File: config.mk
export PLATFORM = sky130hd
export DESIGN_NAME = offline_frame_search
export DESIGN_NICKNAME = d
export VERILOG_FILES = /design/src/logic/offline_frame_search_pkg.sv /design/src/logic/offline_frame_search.sv
export SDC_FILE = /design/constraint.sdc
export NUM_CORES = 1
export LEC_CHECK = 0
export ABC_AREA = 1
export ABC_CLOCK_PERIOD_IN_PS = 4900
export BUFFER_PORTS_ARGS = -buffer_cell sky130_fd_sc_hd__buf_2
export CORE_MARGIN = 2
export CORE_UTILIZATION = 40
export DETAILED_ROUTE_END_ITERATION = 12
export GPL_TIMING_DRIVEN = 1
export REMOVE_ABC_BUFFERS = 1
export SLEW_MARGIN = 10
export SYNTH_ARGS = -nofsm -noshare
export SYNTH_HDL_FRONTEND = slang
export SYNTH_SLANG_ARGS = --single-unit
File: constraint.sdc
create_clock -name clk -period 4.9 [get_ports clk]
set_input_delay 0.245 -clock clk [delete_from_list [all_inputs] [get_ports clk]]
set_output_delay 0.245 -clock clk [all_outputs]
set_load 0.02 [all_outputs]
File: src/logic/offline_frame_search_pkg.sv
package offline_frame_search_pkg;

	// register offset and field positions of the search status register
	localparam logic [7:0] OFFLINE_SEARCH_STATUS_ADDR = 8'h17;
	localparam int         STAT_DIRECTION_BIT         = 0;
	localparam int         STAT_ACTIVE_BIT            = 1;
	localparam int         STAT_TIMEOUT_BIT           = 2;
	localparam int         STAT_FOUND_BIT             = 3;
	localparam int         STAT_INVALID_BIT           = 4;
	localparam logic [7:0] STATUS_RESET               = 8'h00;

	// clock rate and timeout intervals
	localparam longint CLK_HZ        = 20000000;
	localparam longint T1_SF_TMO_US  = 12000;
	localparam longint T1_ESF_TMO_US = 24000;
	localparam longint E1_TMO_US     = 8000;
	localparam longint FORCE_TMO_US  = 24000;
	// all times round down to whole cycles
	localparam longint T1_SF_TMO_CYC  = (T1_SF_TMO_US * CLK_HZ) / 1000000;
	localparam longint T1_ESF_TMO_CYC = (T1_ESF_TMO_US * CLK_HZ) / 1000000;
	localparam longint E1_TMO_CYC     = (E1_TMO_US * CLK_HZ) / 1000000;
	localparam longint FORCE_TMO_CYC  = (FORCE_TMO_US * CLK_HZ) / 1000000;

	// framing mode families that select the timeout
	typedef enum logic [1:0] {
		MODE_T1_SF  = 2'h0,
		MODE_T1_ESF = 2'h1,
		MODE_E1     = 2'h2
	} framing_mode_type;

	// engine states, one-hot
	typedef enum logic [1:0] {
		ST_IDLE   = 2'b01,
		ST_SEARCH = 2'b10
	} search_state_type;

	// search result strobes from the candidate comparator
	typedef struct packed {
		logic found;
		logic no_candidate;
		logic fas_aligned;
		logic mfas_aligned;
		logic cas_aligned;
	} search_result_type;

	// timebase realign pulses
	typedef struct packed {
		logic rx;
		logic tx;
		logic tx_system_bus_timebase;
	} realign_type;

endpackage

File: src/logic/offline_frame_search.sv
`timescale 1ns/1ps
`default_nettype none
module offline_frame_search
	import offline_frame_search_pkg::*;
#(
	parameter longint T1_SF_CYCLES  = T1_SF_TMO_CYC,
	parameter longint T1_ESF_CYCLES = T1_ESF_TMO_CYC,
	parameter longint E1_CYCLES     = E1_TMO_CYC,
	parameter longint FORCE_CYCLES  = FORCE_TMO_CYC
) (
	input  wire logic              clk,
	input  wire logic              rst,
	input  wire logic              rx_forced_reframe,
	input  wire logic              tx_forced_reframe,
	input  wire logic              rx_loss_of_frame_request,
	input  wire logic              tx_loss_of_frame_request,
	input  wire logic              rx_search_abort,
	input  wire logic              tx_search_abort,
	input  wire framing_mode_type  rx_mode,
	input  wire framing_mode_type  tx_mode,
	input  wire logic              tx_embedded_tsb,
	input  wire search_result_type result,
	input  wire logic [7:0]        rd_addr,
	output logic [7:0]             rd_data,
	output logic                   rx_force_clear,
	output logic                   tx_force_clear,
	output logic                   rx_lof_clear,
	output logic                   tx_lof_clear,
	output realign_type            realign,
	output logic                   realign_no_cofa,
	output logic                   fas_red_status,
	output logic                   mfas_red_status,
	output logic                   cas_red_status,
	output logic                   search_active
);

	// an idle engine takes the first pending request, receive before
	// transmit, and searches that direction until one event ends it:
	// found, no candidate, timeout, or the abort of that direction.
	// outcome flags clear on entry and are set by the ending event, so
	// a pending loss request may wipe them one cycle later; pollers that
	// must not miss an outcome watch the pulses rather than the status.
	// the engine never touches the loss flags itself: it only pulses a
	// clear towards the online framer that owns them.
	//
	// limitations: the window counter is 32 bits wide, ample for the
	// longest window at the line clock; window parameters must be at
	// least one cycle. a forced search always uses the forced window,
	// even when the mode window would be shorter.
	// trade-off: all outputs are registered, so every answer lags the
	// deciding edge by one cycle; the framers are built to expect that.

	// engine state and the context captured when a search begins
	search_state_type state_reg;
	logic             direction_reg;
	logic             forced_reg;
	logic             timeout_reg;
	logic             found_reg;
	logic             invalid_reg;
	logic [31:0]      count_reg;

	// window length of the running search
	logic [31:0]      mode_limit;
	logic [31:0]      limit_next;
	logic [31:0]      last_count;

	// requests after retiring those already answered
	logic             rx_lof_live;
	logic             tx_lof_live;
	logic             rx_req;
	logic             tx_req;

	// search entry
	logic             idle;
	logic             searching;
	logic             start;
	logic             start_dir;
	logic             start_forced;

	// events that may end a running search
	logic             abort_now;
	logic             expired;
	logic             hit_found;
	logic             hit_none;
	logic             hit_timeout;
	logic             finish;

	// success split by direction
	logic             rx_success;
	logic             tx_success;

	// receive search in e1 mode, the only case with red status
	logic             e1_rx_search;
	framing_mode_type cur_mode;

	// status word as the processor sees it
	logic [7:0]       status_word;

	// state decode shared by every registered process below
	assign idle      = (state_reg == ST_IDLE);
	assign searching = (state_reg == ST_SEARCH);

	// a loss request whose clear pulse is in flight is already answered;
	// the framer drops it one cycle late, so without this mask a stale
	// request would launch a pointless second search
	assign rx_lof_live = rx_loss_of_frame_request & ~rx_lof_clear;
	assign tx_lof_live = tx_loss_of_frame_request & ~tx_lof_clear;

	// a forced reframe and a loss request both ask for a search of that direction
	assign rx_req = rx_forced_reframe | rx_lof_live;
	assign tx_req = tx_forced_reframe | tx_lof_live;

	// receive wins when both directions ask at once; the other waits its turn
	assign start        = idle && (rx_req || tx_req);
	assign start_dir    = rx_req;
	assign start_forced = start_dir ? rx_forced_reframe : tx_forced_reframe;

	// mode and abort follow the searched direction; the other abort is ignored
	assign cur_mode  = direction_reg ? rx_mode : tx_mode;
	assign abort_now = direction_reg ? rx_search_abort : tx_search_abort;

	// counter runs 0 to limit-1, so the window is exactly limit cycles long
	assign last_count = limit_next - 32'h1;
	assign expired    = (count_reg >= last_count);

	// ending events in priority order: found, no candidate, abort, then timeout
	assign hit_found   = searching && result.found;
	assign hit_none    = searching && !result.found && result.no_candidate;
	assign hit_timeout = searching && !result.found && !result.no_candidate && !abort_now && expired;
	assign finish      = searching && (result.found || result.no_candidate || abort_now || expired);

	// success in each direction drives the loss clear and the realign
	assign rx_success = hit_found && direction_reg;
	assign tx_success = hit_found && !direction_reg;

	// red status only while a receive search runs in an e1 mode
	assign e1_rx_search = searching && direction_reg && (rx_mode == MODE_E1);

	// timeout length follows the framing mode of the searched direction
	always_comb begin
		unique case (cur_mode)
			MODE_T1_SF:  mode_limit = 32'(T1_SF_CYCLES);
			MODE_T1_ESF: mode_limit = 32'(T1_ESF_CYCLES);
			MODE_E1:     mode_limit = 32'(E1_CYCLES);
			// the spare code falls back to the longest mode window
			default:     mode_limit = 32'(T1_ESF_CYCLES);
		endcase
	end

	// a forced reframe runs one fixed window whatever the mode
	always_comb begin
		if (forced_reg) begin
			limit_next = 32'(FORCE_CYCLES);
		end else begin
			limit_next = mode_limit;
		end
	end

	// engine state; the search ends on the first terminating event
	always_ff @(posedge clk or posedge rst) begin
		if (rst) begin
			state_reg <= ST_IDLE;
		end else begin
			unique case (state_reg)
				ST_IDLE: begin
					if (start) begin
						state_reg <= ST_SEARCH;
					end
				end
				ST_SEARCH: begin
					if (finish) begin
						state_reg <= ST_IDLE;
					end
				end
				// a corrupted code returns to idle rather than locking up
				default: begin
					state_reg <= ST_IDLE;
				end
			endcase
		end
	end

	// window counter: held at zero in idle, one step per searching cycle
	always_ff @(posedge clk or posedge rst) begin
		if (rst) begin
			count_reg <= 32'h0;
		end else if (searching) begin
			count_reg <= count_reg + 32'h1;
		end else begin
			count_reg <= 32'h0;
		end
	end

	// direction and forced flag are captured only on search entry, so the
	// status keeps the last searched direction after the search ends
	always_ff @(posedge clk or posedge rst) begin
		if (rst) begin
			direction_reg <= 1'b0;
			forced_reg    <= 1'b0;
		end else if (start) begin
			direction_reg <= start_dir;
			forced_reg    <= start_forced;
		end
	end

	// forced request bits self-clear on entry; loss flags are left alone,
	// since a forced search must not hide a real loss of frame
	always_ff @(posedge clk or posedge rst) begin
		if (rst) begin
			rx_force_clear <= 1'b0;
			tx_force_clear <= 1'b0;
		end else begin
			rx_force_clear <= start && start_dir && rx_forced_reframe;
			tx_force_clear <= start && !start_dir && tx_forced_reframe;
		end
	end

	// timeout flag: cleared on entry, latched when the window runs out
	always_ff @(posedge clk or posedge rst) begin
		if (rst) begin
			timeout_reg <= 1'b0;
		end else if (start) begin
			timeout_reg <= 1'b0;
		end else if (hit_timeout) begin
			timeout_reg <= 1'b1;
		end
	end

	// found flag: one only when a single candidate survived
	always_ff @(posedge clk or posedge rst) begin
		if (rst) begin
			found_reg <= 1'b0;
		end else if (start) begin
			found_reg <= 1'b0;
		end else if (hit_found) begin
			found_reg <= 1'b1;
		end
	end

	// no-candidate flag: set only when every candidate was eliminated
	always_ff @(posedge clk or posedge rst) begin
		if (rst) begin
			invalid_reg <= 1'b0;
		end else if (start) begin
			invalid_reg <= 1'b0;
		end else if (hit_none) begin
			invalid_reg <= 1'b1;
		end
	end

	// on success the requester's loss flag is cleared by its online framer
	always_ff @(posedge clk or posedge rst) begin
		if (rst) begin
			rx_lof_clear <= 1'b0;
			tx_lof_clear <= 1'b0;
		end else begin
			rx_lof_clear <= rx_success;
			tx_lof_clear <= tx_success;
		end
	end

	// realign the searched timebase; a transmit search with embedded
	// framing realigns the system bus timebase instead
	always_ff @(posedge clk or posedge rst) begin
		if (rst) begin
			realign <= '0;
		end else begin
			realign.rx  <= rx_success;
			realign.tx  <= tx_success && !tx_embedded_tsb;
			realign.tx_system_bus_timebase <= tx_success && tx_embedded_tsb;
		end
	end

	// masks the change-of-alignment detector for this realign only, so a
	// found pulse that moves the receive timebase is not counted as a change
	always_ff @(posedge clk or posedge rst) begin
		if (rst) begin
			realign_no_cofa <= 1'b0;
		end else begin
			realign_no_cofa <= rx_success;
		end
	end

	// intermediate red status, one bit per alignment level still missing;
	// it drops as soon as the search ends, whatever the outcome
	always_ff @(posedge clk or posedge rst) begin
		if (rst) begin
			fas_red_status  <= 1'b0;
			mfas_red_status <= 1'b0;
			cas_red_status  <= 1'b0;
		end else begin
			fas_red_status  <= e1_rx_search && !result.fas_aligned;
			mfas_red_status <= e1_rx_search && !result.mfas_aligned;
			cas_red_status  <= e1_rx_search && !result.cas_aligned;
		end
	end

	// registered copy of the searching state for the framers
	always_ff @(posedge clk or posedge rst) begin
		if (rst) begin
			search_active <= 1'b0;
		end else begin
			search_active <= searching;
		end
	end

	// status word; bits 7 to 5 stay zero
	always_comb begin
		status_word                     = 8'h00;
		status_word[STAT_DIRECTION_BIT] = direction_reg;
		status_word[STAT_ACTIVE_BIT]    = searching;
		status_word[STAT_TIMEOUT_BIT]   = timeout_reg;
		status_word[STAT_FOUND_BIT]     = found_reg;
		status_word[STAT_INVALID_BIT]   = invalid_reg;
	end

	// status readback is pure: a read never clears a flag, and the short
	// lived outcome bits can be missed by a slow poll
	always_ff @(posedge clk or posedge rst) begin
		if (rst) begin
			rd_data <= STATUS_RESET;
		end else if (rd_addr == OFFLINE_SEARCH_STATUS_ADDR) begin
			rd_data <= status_word;
		end else begin
			rd_data <= 8'h00;
		end
	end

endmodule
`default_nettype wire

==> results of run 1 <==
worst reg2reg max path, stage by stage, from the launching register on:
cell and delay, ns:
dfstp_2 0.53, inv_1 0.04, nand2_1 0.62, clkinv_1 0.70
nand2_1 0.33, o21ai_0 0.13
cell usage in the layout (no fill, tap or decap), types with 3 or more instances in the layout:
cell type,n
a21oi_1,15
a31oi_1,3
buf_2,42
clkbuf_8,5
conb_1,3
dfrtp_1,53
ha_1,11
inv_1,52
inv_2,3
nand2_1,84
nand2_2,4
nand3_1,12
nand4_1,9
nor2_1,62
nor2_2,3
nor3_1,13
nor3_2,8
o21ai_0,13
xnor2_1,5
xor2_1,5
stage by stage:
stage | power, mW | hold slack, ns | util | std cells
after floorplan | 0.678 | 0.311 | - | 379
after global placement | 0.755 | 0.402 | 0.456 | 521
after detailed placement | 0.760 | 0.405 | 0.456 | 521
after CTS | 1.03 | 0.0659 | 0.469 | 529
after global routing | 1.09 | 0.0622 | 0.469 | 529
final | 1.01 | 0.0639 | 0.469 | 529
worst max path at each step:
stage,from,end,slack (ns),cells after the start
CTS,state_reg[0]$_DFFE_PP1P_,found_reg$_DFFE_PP0P_,2.33,5
global route,state_reg[0]$_DFFE_PP1P_,found_reg$_DFFE_PP0P_,2.14,5
global placement,direction_reg$_DFFE_PP0P_,state_reg[0]$_DFFE_PP1P_,2.45,15
finish,state_reg[0]$_DFFE_PP1P_,found_reg$_DFFE_PP0P_,2.44,5
detailed placement,state_reg[0]$_DFFE_PP1P_,found_reg$_DFFE_PP0P_,2.34,5
floorplan,direction_reg$_DFFE_PP0P_,state_reg[0]$_DFFE_PP1P_,2.88,15
area by class of cell:
class                           count  area, sq um
Tap cell                           99          124
Inverter                           56          210
Multi-Input combinational cell    269         1420
Sequential cell                    54         1350
Clock buffer                        5         68.8
Fill cell                         756         3870
Clock inverter                      3         26.3
Timing Repair Buffer               43          218
logic make-up after synthesis:
kind of cell / after synthesis / share of synthesized area
AOI/OAI and AO/OA: 37 / 0.0658
buffers and inverters: 64 / 0.0856
DFF: 54 / 0.447
adders and majority gates: 11 / 0.0455
xor gates and xnor gates: 10 / 0.0290
and+or+nand+nor: 208 / 0.326
other: 1 / 0.00124
routing by layer:
metal,routed length (um),global-route usage
met1,3170,0.229
met2,3050,0.277
met3,308,0.0340
met4,153,0.0606
met5,0,0
power groups by stage:
stage	combinational, mW	clock (mW)	sequential (mW)
2_1_floorplan	0.137	0	0.541
3_3_place_gp	0.235	0	0.520
3_5_place_dp	0.240	0	0.520
4_1_cts	0.241	0.274	0.511
5_1_grt	0.276	0.294	0.516
6_report	0.237	0.264	0.510
==> out/results.txt, run 1 <==
Outcome: completed
Peak VDD IR: 0.166 mV
Synth top area cells: dfrtp_1 (44%), nand2_1 (10%), nor2_1 (7.7%), inv_1 (6.6%), ha_1 (4.6%)
Hold EP: cas_red_status$_DFF_PP0_
DRC Markers: 0
Vias in the first global route: 2431
Yosys Warn Count: 0
Die W: 91.0 um
Max-slew violation count: 0
Startpoint Class: flop
Fin nets: 466
Fraction of layout cells with a size suffix above 1: 0.179
FF-to-FF End: found_reg$_DFFE_PP0P_
Routed vias: 2567
CTS sink cnt: 54
Synth async-reset ratio: 1.00
DR iter-0 viols: 149
Yosys cell types: 37
Post-synthesis register bit count: 54
DR vias/cell: 4.85
Largest register FFs: 32
RSZ-0062 raised after global routing: false
P_int: 665 uW
Post-synth EDFFs: 0
Leak Pwr: 1.66 nW
FF-to-FF setup slack: 2.44 ns
Pwr/cell area: 296 mW/mm^2
# hold bufs at CTS: 0
Clock power share: 0.261
Clk_skew: 0.0119 ns
Final hold violation count: 0
Wire length per cell: 12.6 um
Mapped cell area: 0.00302 sq mm
CP top delay family: simple AND/OR/NAND/NOR gates
Worst-path fanout max: 21
Reg2reg start: state_reg[0]$_DFFE_PP1P_
Rows: 31
Largest net degree at the start of global routing: 55
Crit. End Element: flop
Synth top cells by count: nand2_1 (84), nor2_1 (62), dfrtp_1 (53), inv_1 (53), a21oi_1 (15)
Clock period minus worst slack: 2.46 ns
Starting Density: 0.415
Gr usage total: 0.171
Sequential area share after synthesis: 0.447
Root Buffer: clkbuf_8
Grt total ovfl: 0
Hold depth: 2
CTS tree: built
Routed WL: 6680 um
Clock transition at path regs: 0.11 ns
Postcts setup bufs: 0
Count leader, synth: nand2_1
Hold wc startpoint: result[0]
Io pins: 46
Worst-Margin Slew: 0.851 ns
Synth area leader: dfrtp_1
Area grow syn2layout: 13.1%
H-tree depth: 2
Post-place instance area: 0.00332 sq mm
Syn Area/Cell: 7.85 sq um
R2r worst-path depth: 5
Antenna viol nets, final: 0
Fin crit share: 0.503
Flop pwr share: 0.505
Total CTS buffers: 5
Worst Hold Class: input port to flop
Logic pwr share: 0.234
Setup WS pre-CTS: 2.34 ns
Slowest stage delay, CP: 0.70 ns
Clock latency at the later pin of the worst-skew pair: 0.31 ns
N_diodes: 0
Crit path buf inv count: 2
Top-area cell type share of the netlist area: 0.439
Port Buffer Count: 42
Final instance area: 0.00342 sq mm
Post-synth top flop: dfrtp_1
Setup Viol. Count Final: 0
Initial antenna violation count: 0
Critical path arrival: 2.66 ns
PnR worst setup slack: 2.44 ns
CP max stage cell: clkinv_1
Clock Path Buffers: 2
Die footprint: 0.00827 sq mm
Routability Congestion: 0.873
Core Area: 0.00729 sq mm
Max Freq: 0.406 GHz
Chip height: 91.0 um
Critical path's most frequent cell: nand2_1
Worst Path Required: 5.09 ns
Critical path class: flop to flop
Drt pass-1 iters: 4
Cells after synthesis: 385
PostCTS Resize Cnt: 0
Sw frac: 0.343
Switch Pwr: 347 uW
Placed wire-length estimate: 5070 um
Fin Setup TNS: 0 ns
Worst-path cell chain: inv_1, nand2_1, clkinv_1, nand2_1, o21ai_0
First-pass GRT wire length: 11500 um
Total of max-cap violations: 0
Slew headroom: 0.432
(Power assumes the default switching activity.)
==> run 2: changes to the inputs <==
--- a/config.mk
+++ b/config.mk
@@ -5,8 +5,8 @@
 export SDC_FILE = /design/constraint.sdc
 export NUM_CORES = 1
 export LEC_CHECK = 0
-export ABC_AREA = 1
-export ABC_CLOCK_PERIOD_IN_PS = 4900
+export ABC_AREA = 0
+export ABC_CLOCK_PERIOD_IN_PS = 2300
 export BUFFER_PORTS_ARGS = -buffer_cell sky130_fd_sc_hd__buf_2
 export CORE_MARGIN = 2
 export CORE_UTILIZATION = 40
==> constraint.sdc (replaced) <==
create_clock -name clk -period 2.3 [get_ports clk]
set_input_delay 0.115 -clock clk [delete_from_list [all_inputs] [get_ports clk]]
set_output_delay 0.115 -clock clk [all_outputs]
set_load 0.02 [all_outputs]
==> run 2 against run 1 <==
Net effect: the run now ends with DRC, setup timing left; die area fell by 11%; combinational power rose by 140%; sequential share of layout area rose by 0.65 points; clock skew fell by 0.0048 ns; sequential power rose by 110%; cell count fell by 20%; non-clock buffer count rose by 30; fmax rose by 6.6%; flip-flop and latch count did not move; synthesized area fell by 11%; setup slack got worse by 2.4 ns; routed wire length fell by 14%; critical path type unchanged.
==> out/results.txt, run 2 <==
Outcome: complete, but fails checks
Failing checks: DRC, setup timing
Slowest stage delay, CP: 0.42 ns
Worst Hold Class: input port to flop
Post-synth EDFFs: 0
Clock period minus worst slack: 2.31 ns
Die footprint: 0.00738 sq mm
Pwr/cell area: 665 mW/mm^2
Sequential area share after synthesis: 0.504
Fraction of layout cells with a size suffix above 1: 0.262
GR peak layer: met2
Top-area cell type share of the netlist area: 0.494
Final instance area: 0.00337 sq mm
Crit path buf inv count: 1
Clk_skew: 0.00714 ns
Post-synth top flop: dfrtp_1
Grt met3 use: 0.0385
Reg2reg start: direction_reg$_DFFE_PP0P_
DRC Markers: 6
Area occupied by multi-input gates: 0.00131 sq mm
Routed WL: 5750 um
N_diodes: 0
Post-place instance area: 0.00312 sq mm
Max-slew violation count: 0
Most frequent cells in the layout: dfrtp_1 (52), buf_2 (42), nor2_1 (35)
Vias in the first global route: 2168
Clock Path Buffers: 2
Wire length per cell: 13.6 um
Grt total ovfl: 0
DR iter-0 viols: 85
Critical path arrival: 2.52 ns
Yosys Warn Count: 0
Port Buffer Count: 42
Core Util, Final: 0.524
Met1 Use GR: 0.226
Synth top cells by count: dfrtp_1 (53), nor2_1 (35), nand2_1 (17)
Antenna viol nets, final: 0
Peak VDD IR: 0.273 mV
Chip height: 85.9 um
Worst-path fanout max: 5
Clock latency at the later pin of the worst-skew pair: 0.32 ns
Rows: 29
Routed vias: 2203
Drt pass-1 iters: 8
Largest net degree at the start of global routing: 55
DR vias/cell: 5.20
Mapped cell area: 0.00268 sq mm
Worst Path Required: 2.51 ns
Synth async-reset ratio: 1.00
WP depth: 10
Clock transition at path regs: 0.10 ns
Slew headroom: 0.564
Leak Pwr: 1.53 nW
Hold wc startpoint: rx_forced_reframe
Total CTS buffers: 5
Largest register FFs: 32
R2r worst-path depth: 10
Area grow syn2layout: 25.5%
Worst-path cell chain: nor2b_1, a211o_1, nor2b_2, buf_4, ha_1, nand4_1, nor2_1, a2111oi_2, o21ai_1, a22o_1
Worst-Margin Slew: 0.648 ns
Final hold violation count: 0
Routability Congestion: 0.750
Commonest non-fill, non-tap cell in the layout: dfrtp_1
Hold depth: 2
Root Buffer: clkbuf_8
Core Area: 0.00642 sq mm
Setup Viol. Count Final: 1
Yosys cell types: 39
Gr usage total: 0.169
Total of max-cap violations: 0
Initial antenna violation count: 0
CTS tree: built
CTS sink cnt: 54
Fin crit share: 1.00
PnR worst setup slack: -0.0103 ns
Placed wire-length estimate: 4090 um
RSZ-0062 raised after global routing: true
Critical path class: flop to flop
Starting Density: 0.418
Met2 usage in global routing: 0.275
Filler cell count: 610
Fin nets: 383
Cells after synthesis: 275
Synth top area cells: dfrtp_1 (49%), ha_1 (5.1%), nor2_1 (4.9%), xnor2_1 (4.2%), nand4_1 (2.8%)
H-tree depth: 2
Count leader, synth: dfrtp_1
Fin Setup TNS: -0.0103 ns
CP startpoint: direction_reg$_DFFE_PP0P_
Io pins: 46
CP max stage cell: dfrtp_2
Post-synthesis register bit count: 54
Crit. End Element: flop
Total power: 2.24 mW
Max Freq: 0.433 GHz
CP top delay family: compound AO/OA/AOI/OAI gates
Register area: 0.00135 sq mm
Syn Area/Cell: 9.75 sq um
Startpoint Class: flop
Synth area leader: dfrtp_1
First-pass GRT wire length: 9860 um
Die W: 85.9 um
## run 2: logic make-up after synthesis
group	synth area share
multiplexers	0.00746
buffers and inverters	0.0415
other	0.00140
flip-flops	0.504
adder cells (fa/ha/maj)	0.0513
AO/OA/AOI/OAI	0.0774
XOR/XNOR	0.0653
AND/OR/NAND/NOR	0.251
## run 2: worst paths after layout
path | end | slack, ns
max | timeout_reg$_DFFE_PP0P_ | -0.01
min | rx_force_clear$_DFF_PP0_ | 0.06
max reg2reg | timeout_reg$_DFFE_PP0P_ | -0.01
min reg2reg | rd_data[4]$_DFF_PP0_ | 0.49
max in group asynchronous | direction_reg$_DFFE_PP0P_ | 1.32
min in group asynchronous | search_active$_DFF_PP0_ | 0.50
## run 2: through the flow
step                      instances  setup slack, ns  hold WS, ns
after floorplan                 266           -0.181        0.181
after global placement          410           -0.240        0.267
after detailed placement        410           -0.306        0.267
after CTS                       423          -0.0244       0.0600
after global routing            424           -0.162       0.0627
final                           424          -0.0103       0.0648
## run 2: where the power goes
part / switching, mW / total, mW / internal (mW)
Combinational: 0.327 / 0.575 / 0.249
Clock: 0.324 / 0.573 / 0.248
Sequential: 0.0523 / 1.09 / 1.04
Total: 0.703 / 2.24 / 1.54
## run 2: what timing repair did
item	CTS	global route
pin swaps	6	2
buffers inserted	0	1
hold buffers	5	0
gates resized for setup	12	7
setup endpoints to repair	6	4
gates cloned	0	0
hold endpoints to repair	18	0
## run 2: cell type report
class / count / area share
Clock buffer: 6 / 0.0245
Clock inverter: 2 / 0.00483
Inverter: 13 / 0.0145
Multi-Input combinational cell: 199 / 0.389
Sequential cell: 54 / 0.402
Tap cell: 77 / 0.0286
Timing Repair Buffer: 73 / 0.136
## run 2: metal layers
metal / wire length [um] / vias to the layer above / share of wire
met3: 289 / 8 / 0.050
li1: - / 1099 / -
met4: 72 / 0 / 0.013
met5: 0 / - / 0
met2: 2730 / 56 / 0.47
met1: 2650 / 1040 / 0.46
==> run 3: changes to the inputs <==
--- a/config.mk
+++ b/config.mk
@@ -8,10 +8,14 @@
 export ABC_AREA = 0
 export ABC_CLOCK_PERIOD_IN_PS = 2300
 export BUFFER_PORTS_ARGS = -buffer_cell sky130_fd_sc_hd__buf_2
+export CAP_MARGIN = 20
+export CELL_PAD_IN_SITES_DETAIL_PLACEMENT = 1
+export CELL_PAD_IN_SITES_GLOBAL_PLACEMENT = 1
 export CORE_MARGIN = 2
 export CORE_UTILIZATION = 40
 export DETAILED_ROUTE_END_ITERATION = 12
 export GPL_TIMING_DRIVEN = 1
+export PLACE_DENSITY_LB_ADDON = 0.1
 export REMOVE_ABC_BUFFERS = 1
 export SLEW_MARGIN = 10
 export SYNTH_ARGS = -nofsm -noshare
==> run 3 against run 2 <==
Net effect: the run still ends with DRC, setup timing left; non-clock buffer count fell by 2; power rose by 2.0%; flip-flop and latch count did not move; die area did not move; final area rose by 0.15%; register-to-register slack got worse by 0.06 ns; clock power fell by 2%.
==> out/results.txt, run 3 (synthesis gave the netlist of run 2 again) <==
Chip height: 85.9 um
Total power: 2.28 mW
Largest net degree at the start of global routing: 34
CP startpoint: direction_reg$_DFFE_PP0P_
Worst Setup EP: timeout_reg$_DFFE_PP0P_
Worst-Margin Slew: 0.630 ns
Antenna viol nets, final: 0
CP max stage cell: dfrtp_2
Peak VDD IR: 0.378 mV
Gr usage total: 0.196
Rows: 29
Worst Hold Class: input port to flop
Fin nets: 381
Largest register FFs: 32
CP top delay family: compound AO/OA/AOI/OAI gates
Root Buffer: clkbuf_8
PnR worst setup slack: -0.0738 ns
Total CTS buffers: 5
Setup WS pre-CTS: -0.395 ns
Io pins: 46
Startpoint Class: flop
Fraction of layout cells with a size suffix above 1: 0.261
Filler cell count: 758
Clock latency at the later pin of the worst-skew pair: 0.31 ns
First-pass GRT wire length: 11300 um
Total of max-cap violations: 0
Wire length per cell: 15.7 um
Core Util, Final: 0.525
Failing checks: DRC, setup timing
Crit path buf inv count: 2
Routed vias: 2265
Leak Pwr: 1.53 nW
Final hold violation count: 0
Worst Path Required: 2.51 ns
FF-to-FF End: timeout_reg$_DFFE_PP0P_
Routed WL: 6640 um
Crit. End Element: flop
H-tree depth: 2
Worst-path cell chain: a211o_4, nor2b_4, inv_2, buf_6, ha_4, nand4_1, nor2_1, a2111oi_2, o21ai_1, a22o_1
Worst-path fanout max: 5
Placed wire-length estimate: 4800 um
N_diodes: 0
Clock transition at path regs: 0.10 ns
Clk_skew: 0.00905 ns
Vias in the first global route: 2375
Hold WS: 0.0708 ns
Grt total ovfl: 0
Clock period minus worst slack: 2.37 ns
DR vias/cell: 5.37
Max Freq: 0.421 GHz
Port Buffer Count: 42
CTS tree: built
Outcome: complete, but fails checks
Critical path class: flop to flop
Hold depth: 2
FF-to-FF setup slack: -0.07 ns
Area grow syn2layout: 25.7%
Initial antenna violation count: 0
Slowest stage delay, CP: 0.46 ns
Starting Density: 0.418
Critical path arrival: 2.58 ns
DR iter-0 viols: 52
Most frequent cells in the layout: dfrtp_1 (52), buf_2 (42), nor2_1 (35)
WP depth: 10
Max-slew violation count: 0
CTS sink cnt: 54
Die W: 85.9 um
RSZ-0062 raised after global routing: true
Drt pass-1 iters: 8
DRC Markers: 6
Slew headroom: 0.576
Clock Path Buffers: 2
Reg2reg start: direction_reg$_DFFE_PP0P_
Die footprint: 0.00738 sq mm
Pwr/cell area: 677 mW/mm^2
Fin crit share: 1.03
Setup Viol. Count Final: 3
R2r worst-path depth: 10
Commonest non-fill, non-tap cell in the layout: dfrtp_1
Routability Congestion: 0.800
Core Area: 0.00642 sq mm
run 3: what timing repair did:
item,in CTS,in global routing
buffers inserted,0,1
hold endpoints to repair,27,0
hold buffers,5,0
gates resized for setup,19,5
pin swaps,9,3
setup endpoints to repair,3,6
gates cloned,0,0
run 3: worst register-to-register path, stage by stage, from the launching register on:
cell and delay (ns):
dfrtp_2 0.46, a211o_4 0.37, nor2b_4 0.15, inv_2 0.09
buf_6 0.13, ha_4 0.20, nand4_1 0.12, nor2_1 0.07
a2111oi_2 0.34, o21ai_1 0.16, a22o_1 0.19
run 3: how the worst min path moves through the flow:
stage / from / end / slack (ns)
2_1_floorplan: result[0] / cas_red_status$_DFF_PP0_ / 0.18
3_3_place_gp: rst / count_reg[30]$_DFF_PP0_ / 0.19
4_1_cts: rx_forced_reframe / rx_force_clear$_DFF_PP0_ / 0.06
5_1_grt: rx_forced_reframe / rx_force_clear$_DFF_PP0_ / 0.07
6_report: rx_forced_reframe / rx_force_clear$_DFF_PP0_ / 0.07
3_5_place_dp: rst / count_reg[30]$_DFF_PP0_ / 0.19
run 3: final cells by class:
type                            instances  area [sq um]  share of cell area
Clock buffer                            6          82.6              0.0245
Multi-Input combinational cell        199          1330               0.394
Tap cell                               77          96.3              0.0286
Timing Repair Buffer                   71           448               0.133
Sequential cell                        54          1350               0.401
Clock inverter                          2          12.5             0.00371
Inverter                               13          48.8              0.0145
run 3: through the flow:
stage               instance area (sq um)  TNS, ns  instances
floorplan                            2630   -0.373        266
global placement                     3110   -0.746        408
detailed placement                   3110    -1.04        408
CTS                                  3340  -0.0858        421
global route                         3370   -0.564        422
finish                               3370   -0.132        422
run 3: power by group:
part | leakage [nW] | switching [mW] | internal (mW)
Sequential | 0.737 | 0.0605 | 1.04
Clock | 0.0472 | 0.320 | 0.243
Combinational | 0.749 | 0.345 | 0.275
run 3: routing by layer:
metal,part of all wire,global-route usage
met1,0.46,0.255
met2,0.49,0.337
met3,0.034,0.0356
met4,0.013,0.0476
met5,0,0
